==> config.mk <==
export PLATFORM = sky130hd
export DESIGN_NAME = hpc_regs
export DESIGN_NICKNAME = d
export VERILOG_FILES = /design/src/design/hpc_pkg.sv /design/src/design/hpc_ack_drv.sv /design/src/design/hpc_regs.sv
export SDC_FILE = /design/constraint.sdc
export NUM_CORES = 1
export LEC_CHECK = 0
export ABC_AREA = 1
export BUFFER_PORTS_ARGS = -buffer_cell sky130_fd_sc_hd__buf_4
export CAP_MARGIN = 30
export CORE_MARGIN = 2
export CORE_UTILIZATION = 35
export CTS_CLUSTER_DIAMETER = 100
export DETAILED_ROUTE_END_ITERATION = 16
export PLACE_DENSITY = 0.62
export SYNTH_ARGS = -nofsm -noshare
export SYNTH_HDL_FRONTEND = slang
export SYNTH_HIERARCHICAL = 1
export SYNTH_SLANG_ARGS = --single-unit
==> constraint.sdc <==
create_clock -name clk -period 2 [get_ports clk]
set_clock_uncertainty 0.1 [all_clocks]
set_input_delay 0.2 -clock clk [delete_from_list [all_inputs] [get_ports clk]]
set_output_delay 0.2 -clock clk [all_outputs]
set_load 0.05 [all_outputs]
==> src/design/hpc_pkg.sv <==
package hpc_pkg;

  // Byte addresses of the two registers on the register port.
  localparam logic [7:0] HPC_CFG_OFS = 8'h10;
  localparam logic [7:0] HPC_IRQ_OFS = 8'h14;

  // Host port configuration fields and values after reset.
  localparam int HPC_DLY_LSB = 8;
  localparam int HPC_ORDER_BIT = 2;
  localparam int HPC_RWOE_BIT = 1;
  localparam int HPC_PRIO_BIT = 0;
  localparam logic [31:0] HPC_CFG_RST = 32'h0000_0104;
  localparam logic [31:0] HPC_CFG_WMASK = 32'h0000_0707;

  // System interrupt register: enables in the upper half, flags below.
  localparam logic [15:0] HPC_EN_RST = 16'h1000;
  localparam logic [15:0] HPC_EN_WMASK = 16'hDFFF;
  localparam int HPC_PIN_FLAG_LSB = 14;

  // Clock period and nominal acknowledge output enable delays, in nanoseconds.
  localparam int HPC_CLK_NS = 4;
  localparam int HPC_DLY3_NS = 2;
  localparam int HPC_DLY4_NS = 4;
  localparam int HPC_DLY5_NS = 6;
  localparam int HPC_DLY6_NS = 8;
  localparam int HPC_DLY7_NS = 10;

  // Delays as whole clock cycles, rounded up.
  localparam logic [1:0] HPC_DLY3_CYC = 2'((HPC_DLY3_NS + 3) / HPC_CLK_NS);
  localparam logic [1:0] HPC_DLY4_CYC = 2'((HPC_DLY4_NS + 3) / HPC_CLK_NS);
  localparam logic [1:0] HPC_DLY5_CYC = 2'((HPC_DLY5_NS + 3) / HPC_CLK_NS);
  localparam logic [1:0] HPC_DLY6_CYC = 2'((HPC_DLY6_NS + 3) / HPC_CLK_NS);
  localparam logic [1:0] HPC_DLY7_CYC = 2'((HPC_DLY7_NS + 3) / HPC_CLK_NS);

  // States of the acknowledge pin driver.
  typedef enum logic [1:0] {HPC_ACK_IDLE, HPC_ACK_DRIVE, HPC_ACK_HOLD}
    hpc_ack_state_t;

  // Turns a delay code into a hold time in cycles; low codes give none.
  function automatic logic [1:0] hpc_dly_cycles(input logic [2:0] code);
    case (code)
      3'h3: hpc_dly_cycles = HPC_DLY3_CYC;
      3'h4: hpc_dly_cycles = HPC_DLY4_CYC;
      3'h5: hpc_dly_cycles = HPC_DLY5_CYC;
      3'h6: hpc_dly_cycles = HPC_DLY6_CYC;
      3'h7: hpc_dly_cycles = HPC_DLY7_CYC;
      default: hpc_dly_cycles = 2'h0;
    endcase
  endfunction : hpc_dly_cycles

endpackage : hpc_pkg

==> src/design/hpc_ack_drv.sv <==
`timescale 1ns/100ps
// Drives the shared acknowledge pin and holds its driver on for a while
// after the pin is released high, so the line is pulled up actively before
// other bus clients may take it.
module hpc_ack_drv
  import hpc_pkg::*;
(
  input wire logic clk,
  input wire logic nrst,
  input wire logic ack_req, // Level: acknowledge wanted this cycle.
  input wire logic [2:0] dly_code, // Output enable delay code.
  output logic host_ack_n, // Pin level, low means acknowledge.
  output logic host_ack_oe_n // Low while the pin is driven.
);

  hpc_ack_state_t state_reg; // Driver state.
  logic [1:0] cnt_reg; // Remaining hold cycles.
  logic [1:0] hold_cyc; // Hold time chosen by the code.

  assign hold_cyc = hpc_dly_cycles(dly_code);

  // Pin driver sequence: drive low, release high, then turn the driver off.
  always_ff @(posedge clk) begin
    if (!nrst) begin
      state_reg <= HPC_ACK_IDLE;
      cnt_reg <= 2'h0;
      host_ack_n <= 1'b1;
      host_ack_oe_n <= 1'b1;
    end else begin
      case (state_reg)
        HPC_ACK_IDLE: begin
          // A request turns the driver on with the pin low.
          if (ack_req) begin
            state_reg <= HPC_ACK_DRIVE;
            host_ack_n <= 1'b0;
            host_ack_oe_n <= 1'b0;
          end
        end
        HPC_ACK_DRIVE: begin
          // Release the pin high; keep driving only if a hold is set.
          if (!ack_req) begin
            host_ack_n <= 1'b1;
            if (hold_cyc == 2'h0) begin
              state_reg <= HPC_ACK_IDLE;
              host_ack_oe_n <= 1'b1;
            end else begin
              state_reg <= HPC_ACK_HOLD;
              cnt_reg <= hold_cyc;
            end
          end
        end
        HPC_ACK_HOLD: begin
          // A fresh request during the hold pulls the pin low again.
          if (ack_req) begin
            state_reg <= HPC_ACK_DRIVE;
            host_ack_n <= 1'b0;
          end else if (cnt_reg == 2'h1) begin
            state_reg <= HPC_ACK_IDLE;
            host_ack_oe_n <= 1'b1;
          end else begin
            cnt_reg <= cnt_reg - 2'h1;
          end
        end
        default: begin
          state_reg <= HPC_ACK_IDLE;
        end
      endcase
    end
  end

endmodule : hpc_ack_drv

==> src/design/hpc_regs.sv <==
`timescale 1ns/100ps
// Contract
// - Delay code maps to 0..10 ns, default 001.
// - Delay keeps acknowledge driver on after release.
// - Order bit picks which half a halfword fills.
// - Option bit makes read/write pin the read enable.
// - Priority bit set lets internal client win ties.
// - Priority clear: host wins ties, no waits.
// - Reserved bits ignore writes and read zero.
// - Enabled set flags raise the interrupt.
// - Bits 31,30 enable pin flags, reset zero.
// - Host interface enable at 28 resets to one.
// - Bits 27,26 enable receive flags, reset zero.
// - Bits 25,24 enable transmit flags, reset zero.
// - Bits 23..20 enable buffer flags, reset zero.
// - Bits 19,18 enable fast port flags, reset zero.
// - Bits 17,16 enable link flags, reset zero.
// - Pin flag sets on change, cleared by host.
module hpc_regs
  import hpc_pkg::*;
(
  input wire logic clk,
  input wire logic nrst,
  input wire logic host_req, // Host access strobe, level.
  input wire logic host_wr, // Host access is a write.
  input wire logic [7:0] host_addr, // Host byte address.
  input wire logic [15:0] host_wdata, // Host halfword to write.
  input wire logic host_rw_pin, // Read/write pin, high means read.
  output logic host_gnt, // Host access taken this cycle.
  output logic [15:0] host_rdata, // Host halfword read back.
  output logic host_ack_n, // Acknowledge pin level.
  output logic host_ack_oe_n, // Acknowledge pin driver enable.
  output logic host_data_oe_n, // Host data bus driver enable.
  input wire logic loc_req, // Internal client access strobe.
  input wire logic loc_wr, // Internal client access is a write.
  input wire logic [7:0] loc_addr, // Internal client byte address.
  input wire logic [31:0] loc_wdata, // Internal client write word.
  output logic loc_gnt, // Internal access taken this cycle.
  output logic [31:0] loc_rdata, // Internal client read word.
  input wire logic [1:0] pin_irq_src, // Selected pins for pin flags.
  input wire logic [1:0] pin_irq_clr, // Pulses: host cleared status.
  input wire logic [12:0] src_irq_flags, // Summary flags of other blocks.
  output logic irq // Interrupt output, active high.
);

  ////////////////////////////////////////////////////////////////////////////
  // Storage and decode

  logic [31:0] cfg_reg; // Host port configuration word.
  logic [15:0] en_reg; // Interrupt enables, bits 31..16 of the word.
  logic [1:0] pin_flag_reg; // Sticky pin change flags.
  logic [1:0] pin_prev_reg; // Pin levels of the previous cycle.
  logic [15:0] flags; // Flag half of the interrupt word.
  logic [31:0] sys_word; // Whole interrupt word as read.
  logic same_reg_tie; // Both parties hit one register together.
  logic host_upper; // Host halfword goes to the upper half.
  logic [31:0] host_mask; // Lanes the host write touches.
  logic [31:0] host_word; // Host halfword placed on both halves.
  logic host_we_cfg, host_we_sys, loc_we_cfg, loc_we_sys;
  logic [31:0] cfg_next; // Next configuration word.
  logic [15:0] en_next; // Next enables.

  // Places one write into a word under a lane mask.
  function automatic logic [31:0] hpc_merge(input logic [31:0] old,
                                            input logic [31:0] data,
                                            input logic [31:0] mask);
    hpc_merge = (old & ~mask) | (data & mask);
  endfunction : hpc_merge

  // Word address match, ignoring the byte lanes.
  function automatic logic hpc_hit(input logic [7:0] addr,
                                   input logic [7:0] ofs);
    hpc_hit = (addr[7:2] == ofs[7:2]);
  endfunction : hpc_hit

  // Reads a register word at an address; unmapped words read zero.
  function automatic logic [31:0] hpc_read(input logic [7:0] addr,
                                           input logic [31:0] cfg,
                                           input logic [31:0] sys);
    if (hpc_hit(addr, HPC_CFG_OFS)) begin
      hpc_read = cfg;
    end else if (hpc_hit(addr, HPC_IRQ_OFS)) begin
      hpc_read = sys;
    end else begin
      hpc_read = 32'h0000_0000;
    end
  endfunction : hpc_read

  assign flags = {pin_flag_reg, 1'b0, src_irq_flags};
  assign sys_word = {en_reg, flags};

  ////////////////////////////////////////////////////////////////////////////
  // Arbitration between host and internal client

  // A tie is two accesses to the same register in the same cycle.
  assign same_reg_tie = host_req && loc_req &&
                        (host_addr[7:2] == loc_addr[7:2]);

  // With priority set the host waits on a tie; else it never waits.
  assign host_gnt = host_req &&
                    !(same_reg_tie && cfg_reg[HPC_PRIO_BIT]);
  assign loc_gnt = loc_req && !(same_reg_tie && !cfg_reg[HPC_PRIO_BIT]);

  ////////////////////////////////////////////////////////////////////////////
  // Host halfword placement

  // Address bit 1 picks the half, turned round when big endian is set.
  assign host_upper = host_addr[1] ^ cfg_reg[HPC_ORDER_BIT];
  assign host_mask = host_upper ? 32'hFFFF_0000 : 32'h0000_FFFF;
  assign host_word = {host_wdata, host_wdata};

  assign host_we_cfg = host_gnt && host_wr && hpc_hit(host_addr, HPC_CFG_OFS);
  assign host_we_sys = host_gnt && host_wr &&
                       hpc_hit(host_addr, HPC_IRQ_OFS);
  assign loc_we_cfg = loc_gnt && loc_wr && hpc_hit(loc_addr, HPC_CFG_OFS);
  assign loc_we_sys = loc_gnt && loc_wr && hpc_hit(loc_addr, HPC_IRQ_OFS);

  ////////////////////////////////////////////////////////////////////////////
  // Register writes

  // Next values; only one party can be granted a given register per cycle.
  always_comb begin
    cfg_next = cfg_reg;
    en_next = en_reg;
    if (host_we_cfg) begin
      cfg_next = hpc_merge(cfg_reg, host_word,
                           host_mask & HPC_CFG_WMASK);
    end else if (loc_we_cfg) begin
      cfg_next = hpc_merge(cfg_reg, loc_wdata, HPC_CFG_WMASK);
    end
    if (host_we_sys && host_upper) begin
      en_next = (en_reg & ~HPC_EN_WMASK) | (host_wdata & HPC_EN_WMASK);
    end else if (loc_we_sys) begin
      en_next = (en_reg & ~HPC_EN_WMASK) | (loc_wdata[31:16] & HPC_EN_WMASK);
    end
  end

  // Configuration register; reserved bits stay zero.
  always_ff @(posedge clk) begin
    if (!nrst) begin
      cfg_reg <= HPC_CFG_RST;
    end else begin
      cfg_reg <= cfg_next;
    end
  end

  // Interrupt enables; only the host interface enable comes up set.
  always_ff @(posedge clk) begin
    if (!nrst) begin
      en_reg <= HPC_EN_RST;
    end else begin
      en_reg <= en_next;
    end
  end

  ////////////////////////////////////////////////////////////////////////////
  // Pin change flags

  // Any level change sets a flag; a clear in the same cycle loses.
  always_ff @(posedge clk) begin
    if (!nrst) begin
      pin_prev_reg <= 2'h0;
      pin_flag_reg <= 2'h0;
    end else begin
      pin_prev_reg <= pin_irq_src;
      pin_flag_reg <= (pin_irq_src ^ pin_prev_reg) |
                      (pin_flag_reg & ~pin_irq_clr);
    end
  end

  ////////////////////////////////////////////////////////////////////////////
  // Interrupt output

  // Each flag is a source only while its enable is set.
  always_ff @(posedge clk) begin
    if (!nrst) begin
      irq <= 1'b0;
    end else begin
      irq <= |(flags & en_reg);
    end
  end

  ////////////////////////////////////////////////////////////////////////////
  // Read data

  // Host read picks the half chosen by the endianness setting.
  always_ff @(posedge clk) begin
    if (!nrst) begin
      host_rdata <= 16'h0000;
    end else if (host_gnt && !host_wr) begin
      if (host_upper) begin
        host_rdata <= 16'(hpc_read(host_addr, cfg_reg, sys_word) >> 16);
      end else begin
        host_rdata <= 16'(hpc_read(host_addr, cfg_reg, sys_word));
      end
    end
  end

  // Internal client reads the whole word.
  always_ff @(posedge clk) begin
    if (!nrst) begin
      loc_rdata <= 32'h0000_0000;
    end else if (loc_gnt && !loc_wr) begin
      loc_rdata <= hpc_read(loc_addr, cfg_reg, sys_word);
    end
  end

  ////////////////////////////////////////////////////////////////////////////
  // Host pins

  // With the option set the host strobe and read/write pin gate the data driver, not the grant.
  always_ff @(posedge clk) begin
    if (!nrst) begin
      host_data_oe_n <= 1'b1;
    end else if (cfg_reg[HPC_RWOE_BIT]) begin
      host_data_oe_n <= !(host_req && host_rw_pin);
    end else begin
      host_data_oe_n <= !(host_gnt && !host_wr);
    end
  end

  // Acknowledge pin driver with programmable hold of its enable.
  hpc_ack_drv u_ack (
    .clk(clk),
    .nrst(nrst),
    .ack_req(host_gnt),
    .dly_code(cfg_reg[HPC_DLY_LSB +: 3]),
    .host_ack_n(host_ack_n),
    .host_ack_oe_n(host_ack_oe_n)
  );

endmodule : hpc_regs

==> results.py, run 1 <==
metrics = {
    "clock_network": {
        "cts_buffers": 9,
        "worstSkewPairLatency_ns": 0.33,
        "cts.sinks": 78,
        "cts_tree": "done",
        "cts.clk_slew.worst_paths_ns": 0.06,
        "clockBufferDepth": 2,
        "cts_root_buf": "clkbuf_16",
        "ctsHtreeMaxLevel": 3,
    },
    "place": {
        "routabilityCongestion": 0.866,
        "portBuffers": 123,
        "place_hpwl_um": 9880,
        "placed_cell_area_um2": 5550,
    },
    "routing": {
        "vias": 4383,
        "drc": 0,
        "via_per_inst": 4.66,
        "drt-wirelength-per-cell_um": 13.4,
        "drtIter0Drc": 224,
        "routed_wl_um": 12700,
        "drtAntennaViolNets": 0,
        "drt-pass1-iter-count": 5,
    },
    "cells_and_area": {
        "largest_reg_flops": 30,
        "drive_gt1_share_pct": 33.4,
        "design_area_um2": 5880,
        "final_cell_mix": "buf_4 (136), nand2_1 (113), inv_1 (105)",
        "area_delta_synth_final_pct": 31.8,
        "antenna_cells": 0,
        "fin_util_pct": 47.0,
        "final_nets": 858,
        "final_common_cell": "buf_4",
    },
    "synth": {
        "synth_edf_count": 0,
        "synth_top_flop_cell": "dfxtp_1",
        "syn_inst": 642,
        "ys_seq_elements": 78,
        "synthArstFlopShare_pct": 0,
        "synth_warnings": 6,
        "ys_seq_area_share_pct": 35.0,
        "yosysUniqueCellTypes": 39,
        "synth_area_um2": 4460,
        "avgSynthCellArea_um2": 6.95,
    },
    "floorplanning": {
        "boundaryPins": 142,
        "core-area_um2": 12500,
        "die_h_um": 117,
        "die_area_um2": 13700,
        "rows": 41,
        "start_util_pct": 35.6,
        "die_w_um": 117,
    },
    "setup_path": {
        "arrival_ns": 1.89,
        "reg2reg_to": "loc_rdata[20]",
        "worstPathRequired_ns": 2.12,
        "critPathLaunchType": "flip-flop",
        "reg2reg_depth": 7,
        "crit_fanout": 13,
        "critPathCaptureType": "flip-flop",
        "critPathCapture": "loc_rdata[20]",
        "crit_type": "reg -> reg",
        "rrSetupSlack_ns": 0.22,
    },
    "grt": {
        "grt_max_degree": 33,
        "grt_pass1_wl_um": 20000,
        "track_usage_pct": 18.8,
        "grt-ovfl-total": 0,
        "antenna_found_initial": 0,
        "grt_pass1_vias": 4075,
    },
    "power_and_ir_drop": {
        "pwr_density_cell_nw_per_um2": 713,
        "p_total_mw": 4.19,
        "peakVddDrop_v": 0.000468,
        "power.leakage_nw": 2.82,
    },
    "flow_run": {
        "maxCapViolCount": 0,
    },
    "timing": {
        "finalSetupViolCount": 0,
        "period_needed_ns": 1.78,
        "holdWs_ns": 0.0215,
        "slew_viol_final": 0,
        "fin_setup_tns_ns": 0,
        "rsz0062_at_grt": "no",
        "post-route-period-util_pct": 88.8,
        "hold_violations": 0,
        "max_freq_mhz": 563,
    },
    "worst_hold_path": {
        "hold_path_class": "in -> reg",
        "holdCritStartpoint": "loc_wdata[8]",
    },
    "status": {
        "outcome": "finished clean",
    },
}
-- metrics by stage --
step                cells  setup WS, ns
floorplan             644        0.0807
global placement      923         0.127
detailed placement    923        0.0591
CTS                   941         0.121
global route          941         0.118
finish                941         0.224
-- cell families (layout without fill, tap and decap cells) --
| kind of cell | count (synthesis) | in the layout | share of synthesized area [%] |
|---|---|---|---|
| AO/OA/AOI/OAI | 129 | 129 | 17.1 |
| buffers and inverters | 170 | 295 | 16.2 |
| adder cells (fa/ha/maj) | 6 | 6 | 1.68 |
| flip-flops | 78 | 78 | 35.0 |
| AND/OR/NAND/NOR | 258 | 258 | 29.9 |
| other | 1 | 3 | 0.0841 |
-- final cells by class --
class,count,area [µm²]
Clock inverter,3,42.5
Tap cell,172,215
Inverter,139,527
Timing Repair Buffer,140,1080
Fill cell,1275,6640
Clock buffer,13,260
Multi-Input combinational cell,396,2190
Sequential cell,78,1560
-- worst min-delay path by stage --
stage / end / slack [ns] / cells past startpoint
4_1_cts: flip-flop / 0.02 / 3
3_3_place_gp: pin_prev_reg[1] / 0.29 / 3
6_report: flip-flop / 0.02 / 3
5_1_grt: flip-flop / 0.01 / 3
2_1_floorplan: u_ack/host_ack_n / 0.18 / 1
3_5_place_dp: pin_prev_reg[1] / 0.29 / 3
-- synthesized netlist by cell type (4+ instances only) --
library cell,instances,share of area (%)
nor3_2,24,5.4
nand2_2,22,3.1
o22ai_1,6,0.84
inv_2,33,2.8
a21oi_1,49,5.5
clkbuf_1,12,1.0
nor2_2,6,0.84
a31oi_1,4,0.56
nor2_1,37,3.1
buf_4,9,1.5
o21ai_0,28,3.1
nand2_1,113,9.5
o21ai_1,10,1.1
a21oi_2,11,2.2
o211ai_1,12,2.0
nand3_1,37,4.2
inv_1,105,8.8
ha_1,6,1.7
nand4_1,8,1.1
dfxtp_1,78,35
buf_2,4,0.45
-- worst max-delay path: stages, from the launching register on --
cell and delay (ns):
dfxtp_1 0.37, inv_1 0.11, nand3_2 0.10, nand2_1 0.06
or2_2 0.42, buf_4 0.23, a21oi_1 0.21, nor3_2 0.05
-- report_power, final --
group	total (mW)	internal (mW)	switching [mW]	leakage, nW
clock	1.65	1.03	0.616	0.146
sequential	1.67	1.63	0.0449	0.639
combinational	0.871	0.311	0.560	2.04
total	4.19	2.97	1.22	2.82
-- metal layers --
layer	track usage [%]	vias up	wire (µm)
met1	25.1	1968	5910
li1	-	2267	-
met5	0	-	0
met2	30.8	130	5800
met4	5.88	0	260
met3	3.55	18	682
-- what timing repair did --
| action | 4_1_cts | 5_1_grt |
|---|---|---|
| hold endpoints to repair | 2 | 0 |
| gates resized for setup | 0 | 1 |
| buffers inserted | 0 | 0 |
| setup endpoints to repair | 0 | 13 |
| hold buffers | 2 | 0 |
(Power assumes the default switching activity.)
==> inputs of run 2 (changes only) <==
Settings changed: CORE_ASPECT_RATIO set to 1.1, CORE_UTILIZATION 35 to 52, PLACE_DENSITY 0.62 to 0.85, RECOVER_POWER set to 25.
==> results.py, run 2 (synthesized netlist as in run 1, its figures left out) <==
metrics = {
    "power_and_ir_drop": {
        "p_comb_share_pct": 23.6,
        "power.leakage_nw": 2.67,
        "peakVddDrop_v": 0.000319,
        "swShare_pct": 33.4,
        "seqPwrFrac_pct": 46.4,
        "pwr_density_cell_nw_per_um2": 641,
        "p_total_mw": 3.60,
        "switchingPower_mw": 1.20,
        "clkPwrFrac_pct": 30.0,
        "internal_power_mw": 2.39,
    },
    "place": {
        "routabilityCongestion": 0.879,
        "portBuffers": 123,
        "place_hpwl_um": 9540,
        "dp_slack_ns": 0.191,
    },
    "routing": {
        "drt-pass1-iter-count": 5,
        "drc": 0,
        "via_per_inst": 5.13,
        "drt-wirelength-per-cell_um": 14.0,
        "vias": 4533,
        "drtIter0Drc": 318,
        "routed_wl_um": 12400,
        "drtAntennaViolNets": 0,
    },
    "grt": {
        "grt_pass1_wl_um": 20500,
        "grt_pass1_vias": 4358,
        "grt-ovfl-total": 0,
        "grt_max_degree": 45,
        "antenna_found_initial": 0,
        "track_usage_pct": 27.3,
    },
    "cells_and_area": {
        "final_cell_mix": "nand2_1 (113), buf_4 (107), inv_1 (105)",
        "multi_input_area_um2": 2180,
        "fillers": 777,
        "final_common_cell": "nand2_1",
        "drive_gt1_share_pct": 29.9,
        "area_delta_synth_final_pct": 25.8,
        "largest_reg_flops": 30,
        "antenna_cells": 0,
        "final_nets": 862,
        "fin_util_pct": 67.1,
        "ff_latch_area_um2": 1560,
    },
    "timing": {
        "holdWs_ns": 0.0210,
        "fin_setup_tns_ns": 0,
        "slew_viol_final": 0,
        "hold_violations": 0,
        "post-route-period-util_pct": 84.2,
        "slew_headroom_pct": 55.8,
        "worst_slew_pin_slew_ns": 0.666,
        "fin_ws_ns": 0.316,
        "finalSetupViolCount": 0,
        "max_freq_mhz": 594,
        "rsz0062_at_grt": "no",
        "period_needed_ns": 1.68,
    },
    "clock_network": {
        "cts_root_buf": "clkbuf_8",
        "clockBufferDepth": 2,
        "ctsHtreeMaxLevel": 3,
        "post_cts_buffers": 0,
        "worstSkewPairLatency_ns": 0.35,
        "postCtsHoldBufs": 5,
        "cts.sinks": 78,
        "cts.clk_slew.worst_paths_ns": 0.08,
        "cts_tree": "done",
        "cts_buffers": 9,
        "cts_resized": 0,
    },
    "setup_path": {
        "critPathCaptureType": "flip-flop",
        "worstPathRequired_ns": 2.18,
        "crit_type": "reg -> reg",
        "critPathLaunchType": "flip-flop",
        "arrival_ns": 1.87,
        "crit_fanout": 10,
    },
    "floorplanning": {
        "start_util_pct": 53.3,
        "die_w_um": 92.3,
        "die_area_um2": 9340,
        "boundaryPins": 142,
        "rows": 35,
        "die_h_um": 101,
        "core-area_um2": 8360,
    },
    "status": {
        "outcome": "finished clean",
    },
    "worst_hold_path": {
        "hold_path_class": "in -> reg",
    },
    "flow_run": {
        "maxCapViolCount": 0,
    },
}
[run 2: per-layer routing]
metal	track usage, %	vias to the layer above	routed length (µm)
met1	34.4	2068	5170
met3	5.28	32	699
li1	-	2275	-
met2	46.3	158	6130
met5	0	-	0
met4	10.9	0	376
[run 2: worst paths after layout]
path	start	endpoint	slack, ns	cells after the start
worst max-delay path	flip-flop	flip-flop	0.32	9
worst min-delay path	loc_wdata[0]	flip-flop	0.02	3
worst max register to register	flip-flop	flip-flop	0.32	9
worst min register to register	loc_rdata[0]	loc_rdata[0]	0.35	2
[run 2: through the flow]
stage	cells	area [µm²]
floorplan	644	4470
global placement	863	5490
detailed placement	863	5490
CTS	883	5720
global route	883	5610
finish	883	5610
[run 2: worst max-delay path, cell delays in order, from the launching register on]
cell     delay [ns]
dfxtp_1        0.35
nand2_1        0.06
inv_1          0.05
nor2_1         0.05
buf_4          0.17
nor2_1         0.15
nand4_1        0.20
nand2_2        0.23
nor2_1         0.06
nor3_1         0.17
[run 2: power groups by stage]
| stage | logic (mW) | registers, mW | clock network, mW |
|---|---|---|---|
| 2_1_floorplan | 0.359 | 1.91 | 0 |
| 3_3_place_gp | 0.844 | 1.70 | 0 |
| 3_5_place_dp | 0.864 | 1.71 | 0 |
| 4_1_cts | 0.875 | 1.67 | 1.08 |
| 5_1_grt | 0.918 | 1.68 | 1.15 |
| 6_report | 0.849 | 1.67 | 1.08 |
[run 2: cell type report]
cell class / count / area share (%)
Clock buffer: 10 / 2.45
Clock inverter: 5 / 0.625
Inverter: 139 / 9.39
Multi-Input combinational cell: 396 / 38.9
Sequential cell: 78 / 27.8
Tap cell: 111 / 2.48
Timing Repair Buffer: 144 / 18.4
